## src/design/burst_ctrl_map.vh

```
`ifndef BURST_CTRL_MAP_VH
`define BURST_CTRL_MAP_VH

// Register byte offsets on the AXI4-Lite bus
`define REG_CTRL 5'h00
`define REG_STATUS 5'h04
`define REG_WRITE_BURSTS 5'h08
`define REG_READ_BURSTS 5'h0C
`define REG_LAST_ADDR 5'h10

// Control register fields
`define CTRL_ENABLE_BIT 0
`define CTRL_CLEAR_BIT 1
`define CTRL_RESET_VALUE 2'h1

// Status register fields
`define STATUS_STATE_LSB 0
`define STATUS_STATE_MSB 2
`define STATUS_BEAT_LSB 4
`define STATUS_BEAT_MSB 5

// Memory word layout
`define ADDR_W 20
`define DATA_W 36
`define LANES 4
`define LANE_W 9

// Burst length in beats
`define BURST_BEATS 2'h2

// AXI responses
`define RESP_OKAY 2'h0
`define RESP_SLVERR 2'h2

`endif

```

## src/design/pin_sync.v

```verilog
`timescale 1ns/1ps
// Two-flop synchroniser for a group of pin inputs
module pin_sync
#(
	parameter W = 1
)
(
	aclk,
	aresetn,
	pin_in,
	pin_out
);
	input wire aclk;
	input wire aresetn;
	input wire [W-1:0] pin_in;
	output wire [W-1:0] pin_out;

	// First stage, read only by the second stage
	reg [W-1:0] meta_r;
	// Second stage, safe for logic
	reg [W-1:0] sync_r;

	// Both stages clear on reset
	always @(posedge aclk)
	begin
		if (!aresetn)
		begin
			meta_r <= {W{1'b0}};
			sync_r <= {W{1'b0}};
		end
		else
		begin
			meta_r <= pin_in;
			sync_r <= meta_r;
		end
	end

	assign pin_out = sync_r;
endmodule

```

## src/design/lane_mask.v

```verilog
`timescale 1ns/1ps
`include "burst_ctrl_map.vh"
// Expands active-low lane enables into a per-bit write mask
module lane_mask
(
	lane_enable_n,
	write_beat,
	bit_mask
);
	input wire [`LANES-1:0] lane_enable_n;
	input wire write_beat;
	output wire [`DATA_W-1:0] bit_mask;

	genvar g;
	// Lane n covers bits 9n to 9n+8, only during a write beat
	generate
		for (g = 0; g < `LANES; g = g + 1)
		begin : lane
			assign bit_mask[g*`LANE_W +: `LANE_W] = {`LANE_W{write_beat & ~lane_enable_n[g]}};
		end
	endgenerate
endmodule

```

## src/design/burst_ctrl.v

```verilog
`timescale 1ns/1ps
`include "burst_ctrl_map.vh"

module burst_ctrl
(
	aclk,
	aresetn,
	k_clk,
	k_clk_n,
	cycle_load_n,
	read_write_sel,
	address_high,
	burst_low_address_bit,
	data_in,
	lane0_write_enable_n,
	lane1_write_enable_n,
	lane2_write_enable_n,
	lane3_write_enable_n,
	mem_write_strobe,
	mem_read_strobe,
	mem_addr,
	mem_data,
	mem_bit_enable,
	cycle_end,
	s_axi_awaddr,
	s_axi_awvalid,
	s_axi_awready,
	s_axi_wdata,
	s_axi_wstrb,
	s_axi_wvalid,
	s_axi_wready,
	s_axi_bresp,
	s_axi_bvalid,
	s_axi_bready,
	s_axi_araddr,
	s_axi_arvalid,
	s_axi_arready,
	s_axi_rdata,
	s_axi_rresp,
	s_axi_rvalid,
	s_axi_rready
);
	// Core clock and synchronous active-low reset
	input wire aclk;
	input wire aresetn;
	// Input clock pair from the memory controller
	input wire k_clk;
	input wire k_clk_n;
	// Command pins
	input wire cycle_load_n;
	input wire read_write_sel;
	input wire [`ADDR_W-2:0] address_high;
	input wire burst_low_address_bit;
	// Write data and lane enables
	input wire [`DATA_W-1:0] data_in;
	input wire lane0_write_enable_n;
	input wire lane1_write_enable_n;
	input wire lane2_write_enable_n;
	input wire lane3_write_enable_n;
	// Storage array port
	output reg mem_write_strobe;
	output reg mem_read_strobe;
	output reg [`ADDR_W-1:0] mem_addr;
	output reg [`DATA_W-1:0] mem_data;
	output reg [`DATA_W-1:0] mem_bit_enable;
	// One-cycle pulse when a burst finishes
	output reg cycle_end;
	// AXI4-Lite slave
	input wire [4:0] s_axi_awaddr;
	input wire s_axi_awvalid;
	output wire s_axi_awready;
	input wire [31:0] s_axi_wdata;
	input wire [3:0] s_axi_wstrb;
	input wire s_axi_wvalid;
	output wire s_axi_wready;
	output reg [1:0] s_axi_bresp;
	output reg s_axi_bvalid;
	input wire s_axi_bready;
	input wire [4:0] s_axi_araddr;
	input wire s_axi_arvalid;
	output wire s_axi_arready;
	output reg [31:0] s_axi_rdata;
	output reg [1:0] s_axi_rresp;
	output reg s_axi_rvalid;
	input wire s_axi_rready;

	// One-hot bus cycle states
	localparam ST_IDLE = 3'h1;
	localparam ST_WRITE = 3'h2;
	localparam ST_READ = 3'h4;

	// Width of the synchronised pin group
	localparam SYNC_W = 2 + 2 + `ADDR_W + `DATA_W + `LANES;

	// Synchronised pins
	wire [SYNC_W-1:0] pins_raw;
	wire [SYNC_W-1:0] pins_s;
	wire k_s;
	wire kn_s;
	wire load_n_s;
	wire rw_s;
	wire [`ADDR_W-1:0] addr_s;
	wire [`DATA_W-1:0] data_s;
	wire [`LANES-1:0] lanes_n_s;

	// Edge detection of the input clocks
	reg k_d_r;
	reg kn_d_r;
	wire k_rise;
	wire kn_rise;

	// Bus cycle state
	reg [2:0] state_r;
	reg [1:0] beat_cnt_r;
	reg [`ADDR_W-1:0] load_addr_r;
	wire cycle_done;
	wire accept;
	wire start;

	// Beat mask from the lane expander
	wire write_beat;
	wire [`DATA_W-1:0] beat_mask;

	// Software-visible registers
	reg ctrl_enable_r;
	reg [31:0] write_bursts_r;
	reg [31:0] read_bursts_r;
	reg [`ADDR_W-1:0] last_addr_r;

	// AXI write-side capture
	reg aw_got_r;
	reg w_got_r;
	reg [4:0] awaddr_r;
	reg [31:0] wdata_r;
	reg [3:0] wstrb_r;
	wire do_write;
	wire clear_req;

	// Gather all pins so they cross together with equal delay
	assign pins_raw = {k_clk, k_clk_n, cycle_load_n, read_write_sel,
		address_high, burst_low_address_bit, data_in,
		lane3_write_enable_n, lane2_write_enable_n, lane1_write_enable_n, lane0_write_enable_n};

	pin_sync #(.W(SYNC_W)) u_sync
	(
		.aclk(aclk),
		.aresetn(aresetn),
		.pin_in(pins_raw),
		.pin_out(pins_s)
	);

	// Split the synchronised group back into fields
	assign k_s = pins_s[SYNC_W-1];
	assign kn_s = pins_s[SYNC_W-2];
	assign load_n_s = pins_s[SYNC_W-3];
	assign rw_s = pins_s[SYNC_W-4];
	assign addr_s = pins_s[`DATA_W+`LANES +: `ADDR_W];
	assign data_s = pins_s[`LANES +: `DATA_W];
	assign lanes_n_s = pins_s[`LANES-1:0];

	// Previous clock levels for edge detection
	always @(posedge aclk)
	begin
		if (!aresetn)
		begin
			k_d_r <= 1'b0;
			kn_d_r <= 1'b0;
		end
		else
		begin
			k_d_r <= k_s;
			kn_d_r <= kn_s;
		end
	end

	assign k_rise = k_s & ~k_d_r;
	assign kn_rise = kn_s & ~kn_d_r;

	// A burst is complete once both beats have been moved
	assign cycle_done = (beat_cnt_r == `BURST_BEATS);
	// Commands are sampled only on K rises when no burst is pending
	assign accept = k_rise & (state_r[0] | cycle_done);
	// Load low starts a cycle while the control enable is set; load high is a no-operation
	assign start = accept & ~load_n_s & ctrl_enable_r;

	// A beat of a write burst is being moved this cycle
	assign write_beat = state_r[1] & ((k_rise & (beat_cnt_r == 2'h0)) | (kn_rise & (beat_cnt_r == 2'h1)));

	lane_mask u_mask
	(
		.lane_enable_n(lanes_n_s),
		.write_beat(write_beat),
		.bit_mask(beat_mask)
	);

	// Bus cycle state machine, stepped by K rises only
	always @(posedge aclk)
	begin
		if (!aresetn)
		begin
			state_r <= ST_IDLE;
			load_addr_r <= {`ADDR_W{1'b0}};
		end
		else if (k_rise)
		begin
			case (state_r)
				ST_IDLE, ST_WRITE, ST_READ:
				begin
					if (start)
					begin
						// Latch the single burst address
						state_r <= rw_s ? ST_READ : ST_WRITE;
						load_addr_r <= addr_s;
					end
					else if (accept)
					begin
						// Burst over or no-operation: wait for a command
						state_r <= ST_IDLE;
					end
				end
				default:
				begin
					state_r <= ST_IDLE;
				end
			endcase
		end
	end

	// Beat counter and storage port, beats on K then K#
	always @(posedge aclk)
	begin
		if (!aresetn)
		begin
			beat_cnt_r <= 2'h0;
			mem_write_strobe <= 1'b0;
			mem_read_strobe <= 1'b0;
			mem_addr <= {`ADDR_W{1'b0}};
			mem_data <= {`DATA_W{1'b0}};
			mem_bit_enable <= {`DATA_W{1'b0}};
			cycle_end <= 1'b0;
		end
		else
		begin
			mem_write_strobe <= 1'b0;
			mem_read_strobe <= 1'b0;
			cycle_end <= 1'b0;
			if (accept)
			begin
				// New burst or idle: restart the count
				beat_cnt_r <= 2'h0;
				cycle_end <= ~state_r[0];
			end
			else if (k_rise && !state_r[0] && beat_cnt_r == 2'h0)
			begin
				// First beat at the loaded address
				beat_cnt_r <= 2'h1;
				mem_write_strobe <= state_r[1];
				mem_read_strobe <= state_r[2];
				mem_addr <= load_addr_r;
				mem_data <= data_s;
				mem_bit_enable <= beat_mask;
			end
			else if (kn_rise && !state_r[0] && beat_cnt_r == 2'h1)
			begin
				// Second beat at the loaded address with its low bit inverted
				beat_cnt_r <= `BURST_BEATS;
				mem_write_strobe <= state_r[1];
				mem_read_strobe <= state_r[2];
				mem_addr <= {load_addr_r[`ADDR_W-1:1], ~load_addr_r[0]};
				mem_data <= data_s;
				mem_bit_enable <= beat_mask;
			end
		end
	end

	// Burst statistics and last loaded address
	always @(posedge aclk)
	begin
		if (!aresetn)
		begin
			write_bursts_r <= 32'h0;
			read_bursts_r <= 32'h0;
			last_addr_r <= {`ADDR_W{1'b0}};
		end
		else if (clear_req)
		begin
			write_bursts_r <= 32'h0;
			read_bursts_r <= 32'h0;
		end
		else if (start)
		begin
			// Count each started command unless a counter clear comes in the same cycle
			write_bursts_r <= write_bursts_r + {31'h0, ~rw_s};
			read_bursts_r <= read_bursts_r + {31'h0, rw_s};
			last_addr_r <= addr_s;
		end
	end

	// AXI ready while the matching half is not yet held and no write response is pending
	assign s_axi_awready = ~aw_got_r & ~s_axi_bvalid;
	assign s_axi_wready = ~w_got_r & ~s_axi_bvalid;
	// Write happens once address and data are both held
	assign do_write = aw_got_r & w_got_r & ~s_axi_bvalid;
	// Counter clear is a self-clearing control bit
	assign clear_req = do_write & (awaddr_r == `REG_CTRL) & wstrb_r[0] & wdata_r[`CTRL_CLEAR_BIT];

	// AXI write channel capture and response
	always @(posedge aclk)
	begin
		if (!aresetn)
		begin
			aw_got_r <= 1'b0;
			w_got_r <= 1'b0;
			awaddr_r <= 5'h00;
			wdata_r <= 32'h0;
			wstrb_r <= 4'h0;
			s_axi_bvalid <= 1'b0;
			s_axi_bresp <= `RESP_OKAY;
			ctrl_enable_r <= 1'b1;
		end
		else
		begin
			// Address and data may arrive in either order
			if (s_axi_awvalid && s_axi_awready)
			begin
				aw_got_r <= 1'b1;
				awaddr_r <= {s_axi_awaddr[4:2], 2'h0};
			end
			if (s_axi_wvalid && s_axi_wready)
			begin
				w_got_r <= 1'b1;
				wdata_r <= s_axi_wdata;
				wstrb_r <= s_axi_wstrb;
			end
			if (do_write)
			begin
				aw_got_r <= 1'b0;
				w_got_r <= 1'b0;
				s_axi_bvalid <= 1'b1;
				// Only the control word is writable
				if (awaddr_r == `REG_CTRL)
				begin
					s_axi_bresp <= `RESP_OKAY;
					if (wstrb_r[0])
						ctrl_enable_r <= wdata_r[`CTRL_ENABLE_BIT];
				end
				else if (awaddr_r == `REG_STATUS || awaddr_r == `REG_WRITE_BURSTS ||
					awaddr_r == `REG_READ_BURSTS || awaddr_r == `REG_LAST_ADDR)
				begin
					// Read-only words ignore writes
					s_axi_bresp <= `RESP_OKAY;
				end
				else
				begin
					s_axi_bresp <= `RESP_SLVERR;
				end
			end
			else if (s_axi_bvalid && s_axi_bready)
			begin
				s_axi_bvalid <= 1'b0;
			end
		end
	end

	// Read address taken whenever no answer is pending
	assign s_axi_arready = ~s_axi_rvalid;

	// AXI read channel, answer one cycle after the address
	always @(posedge aclk)
	begin
		if (!aresetn)
		begin
			s_axi_rvalid <= 1'b0;
			s_axi_rdata <= 32'h0;
			s_axi_rresp <= `RESP_OKAY;
		end
		else if (s_axi_arvalid && s_axi_arready)
		begin
			s_axi_rvalid <= 1'b1;
			s_axi_rresp <= `RESP_OKAY;
			case ({s_axi_araddr[4:2], 2'h0})
				`REG_CTRL:
					s_axi_rdata <= {31'h0, ctrl_enable_r};
				`REG_STATUS:
					s_axi_rdata <= {26'h0, beat_cnt_r, 1'b0, state_r};
				`REG_WRITE_BURSTS:
					s_axi_rdata <= write_bursts_r;
				`REG_READ_BURSTS:
					s_axi_rdata <= read_bursts_r;
				`REG_LAST_ADDR:
					s_axi_rdata <= {12'h0, last_addr_r};
				default:
				begin
					// Unmapped word reads zero with an error
					s_axi_rdata <= 32'h0;
					s_axi_rresp <= `RESP_SLVERR;
				end
			endcase
		end
		else if (s_axi_rvalid && s_axi_rready)
		begin
			s_axi_rvalid <= 1'b0;
		end
	end
endmodule

```

## config.mk

```make
export PLATFORM = sky130hd
export DESIGN_NAME = burst_ctrl
export DESIGN_NICKNAME = d
export VERILOG_FILES = /design/src/design/pin_sync.v /design/src/design/lane_mask.v /design/src/design/burst_ctrl.v
export VERILOG_INCLUDE_DIRS = /design/src /design/src/design
export SDC_FILE = /design/constraint.sdc
export NUM_CORES = 1
export LEC_CHECK = 0
export BUFFER_PORTS_ARGS = -buffer_cell sky130_fd_sc_hd__buf_2
export CAP_MARGIN = 20
export CORE_MARGIN = 2
export CORE_UTILIZATION = 40
export DETAILED_ROUTE_END_ITERATION = 10
export PLACE_DENSITY_LB_ADDON = 0.2
export SETUP_SLACK_MARGIN = 0.15
export SLEW_MARGIN = 20
export SYNTH_ARGS = -nofsm -noshare
export SYNTH_HDL_FRONTEND = slang
export SYNTH_HIERARCHICAL = 1
export SYNTH_SLANG_ARGS = --single-unit
```

## constraint.sdc

```tcl
create_clock -name aclk -period 4.6 [get_ports aclk]
set_input_delay 0.92 -clock aclk [delete_from_list [all_inputs] [get_ports aclk]]
set_output_delay 0.92 -clock aclk [all_outputs]
set_load 0.02 [all_outputs]
```

==> metrics.md <==
| Metric | Value |
|---|---|
| Status | `finished clean` |
| CTS root buffer | `clkbuf_16` |
| Crit path buffers/inverters | `1` |
| Worst Path Max Fanout | `60` |
| RSZ-0062 raised after global routing | `no` |
| WHS | `430 ps` |
| Area contributors post-synth | `dfxtp_1 (53%), a21oi_1 (6.8%), nand2_1 (5.7%)` |
| Fin Setup TNS | `0 ps` |
| Grt total ovfl | `0` |
| Core area | `0.0356 sq mm` |
| Routed len/inst | `17.1 microns` |
| Routed WL | `37.4 mm` |
| Fin Clk Skew | `23.7 ps` |
| Yosys top cell area share | `52.5%` |
| Clk_lat worst skew | `570 ps` |
| CP Data Arrival Time | `3210 ps` |
| Non-Filler Instances | `2,186` |
| Sw Ratio | `22.4%` |
| Pre-CTS worst setup slack | `1810 ps` |
| # clock sinks | `379` |
| GRT Overall Usage | `19.3%` |
| Post-CTS setup buffers | `0` |
| Drt pass-1 iters | `5` |
| CP Capture Type | `register` |
| # DRC | `0` |
| Remaining antenna violation count | `0` |
| Yosys warnings | `6` |
| Post-CTS Hold Buffers | `0` |
| Clk pwr share | `47.0%` |
| Synth-to-layout area growth | `16.0%` |
| VDD IR max | `0.261 mV` |
| Fraction of layout cells with a size suffix above 1 | `20.5%` |
| Critical Path Start | `awaddr_r[4]` |
| Min cycle time layout | `2800 ps` |
| Top FF cell, synth | `dfxtp_1` |
| Worst r2r src | `awaddr_r[4]` |
| Initial antenna violation count | `3` |
| WS Path Type | `register to register` |
| Slew headroom | `33.4%` |
| CTS Buf Count | `41` |
| # setup viols final | `0` |
| Number of enable flip-flop cells after synthesis | `0` |
| #FFs+latches synth | `379` |
| Vias in the first global route | `10,841` |
| Synthesized area | `0.0144 sq mm` |
| First-pass GRT wire length | `59.1 mm` |
| Maxcap violations | `0` |
| Register share of total power | `49.2%` |
| Worst-Margin Slew | `998 ps` |
| Row count | `69` |
| Net Sw Power | `1.54 mW` |
| P_int | `5.33 mW` |
| Fraction of registers with async set/reset | `0%` |
| CP max stage cell | `nand3_1` |
| Final hold vios | `0` |
| Max Slew Vio Count | `0` |
| Sequential area share after synthesis | `52.5%` |
| Hpwl dp | `24.7 mm` |
| # IOs | `253` |
| Pin count of the biggest net entering global routing | `138` |
| Final Power | `6.87 mW` |
| Worst setup margin | `1800 ps` |
| Crit start category | `register` |
| DR iter-0 viols | `787` |
| Total number of vias | `11,449` |
| Mean area per synthesized cell | `9.17 sq um` |
| Largest area contributor in the netlist | `dfxtp_1` |
| Port bufs | `213` |
| H-tree depth | `2` |
| CP Cell Sequence | `nor4b_1 > nand3_1 > nand2_2 > buf_4 > nor2_1` |
| Placed insts | `2,116` |
| Fmax | `357 MHz` |
| HP Start | `u_sync/meta_r[23]` |
| CTS tree | `built` |
| Initial Util | `40.6%` |
| Clk buf depth | `3` |
| Gate Count Post-Synth | `1,574` |
| Die H | `194 microns` |
| Worst hold path type | `register to register` |
| Crit share post-route | `60.8%` |
| Via-to-Cell Ratio | `5.24` |
| Worst-path clk slew | `60 ps` |
| CTS resizes | `0` |
| Critical Path RT | `5010 ps` |
| Placed inst area | `0.0154 sq mm` |
| GP Congestion | `0.807` |
| Fin nets | `1,819` |
| Leak | `6.36 nW` |
| Final non-filler cell area | `0.0167 sq mm` |
| Netlist cell types | `63` |
| PwrDens | `410 mW/mm^2` |
| Family with the most delay on the worst path | `simple AND/OR/NAND/NOR gates` |
| Die width | `194 microns` |
| Worst path max stage delay | `790 ps` |
| Die area | `0.0376 sq mm` |
| Core Util, Final | `47.1%` |
| Combinational power share | `3.8%` |
kinds of logic (layout without fill, tap and decap cells):
| logic type | Yosys count | after routing | share of synthesized area [%] |
|---|---|---|---|
| AO/OA/AOI/OAI | 378 | 378 | 15.5 |
| flip-flops | 379 | 379 | 52.5 |
| AND/OR/NAND/NOR | 599 | 599 | 21.9 |
| multiplexers | 39 | 39 | 2.92 |
| buffers and inverters | 165 | 313 | 6.22 |
| XOR/XNOR | 9 | 9 | 0.546 |
| adder cells (fa/ha/maj) | 4 | 4 | 0.347 |
| other | 1 | 4 | 0.0260 |
registers in the layout, indices dropped and copies added, names as in the netlist, 20 cells and up:
name and cells:
read_bursts_r 32, load_addr_r 20, u_sync/pin_out 64, mem_addr 20
write_bursts_r 32, mem_bit_enable 36, mem_data 36, u_sync/meta_r 64
s_axi_rdata 32, last_addr_r 20
Yosys cell counts (15+ instances only):
library cell  number
nand3_1           58
and2_2            28
o31ai_1           39
nor2_1            51
buf_6             18
a22oi_1           31
nand2_1          221
and2_1           108
nand4_1           16
mux2_2            15
o21ai_0           63
buf_4             34
o2bb2ai_1         15
a21oi_1          196
mux2i_1           23
clkbuf_1          83
dfxtp_1          379
or4_1             39
power by group through the flow:
stage               Combinational [mW]  Sequential, mW  Clock (mW)
CTS                              0.262            3.38        3.31
global placement                 0.258            3.45           0
detailed placement               0.261            3.45           0
finish                           0.259            3.38        3.23
floorplan                        0.184            3.44           0
global route                     0.287            3.39        3.44
worst reg2reg max path, delay by kind of cell (launching register included):
kind                   cells  cell delay [ps]
flip-flops                 1              330
AND/OR/NAND/NOR            4             1750
buffers and inverters      1              590
worst paths after layout:
check                       endpoint  cells past startpoint  slack [ps]
setup / recovery    read_bursts_r[2]                      5        1800
hold / removal    u_sync/pin_out[23]                      1         430
setup reg to reg    read_bursts_r[2]                      5        1800
hold reg to reg   u_sync/pin_out[23]                      1         430
routing by layer:
layer	GRT usage (%)	routed length, microns
met1	25.0	16500
met2	31.1	17500
met3	4.64	2340
met4	7.35	1070
met5	0	20
cells in the final DEF, fill, tap and decap left out, drive strengths merged, types with 17 or more instances in the layout:
cell / instances
a21oi: 196
a22oi: 31
and2: 136
buf: 231
clkbuf: 54
dfxtp: 379
mux2i: 23
nand2: 222
nand3: 58
nand4: 17
nor2: 51
o21ai: 64
o31ai: 39
or4: 41
cell type report:
type | instances | area (sq um)
Timing Repair Buffer | 231 | 1210
Antenna cell | 2 | 5.00
Multi-Input combinational cell | 1031 | 6000
Tap cell | 461 | 577
Sequential cell | 379 | 7590
Clock inverter | 14 | 201
Inverter | 14 | 55.1
Clock buffer | 54 | 1110
Fill cell | 3483 | 18800
(Power assumes the default switching activity.)
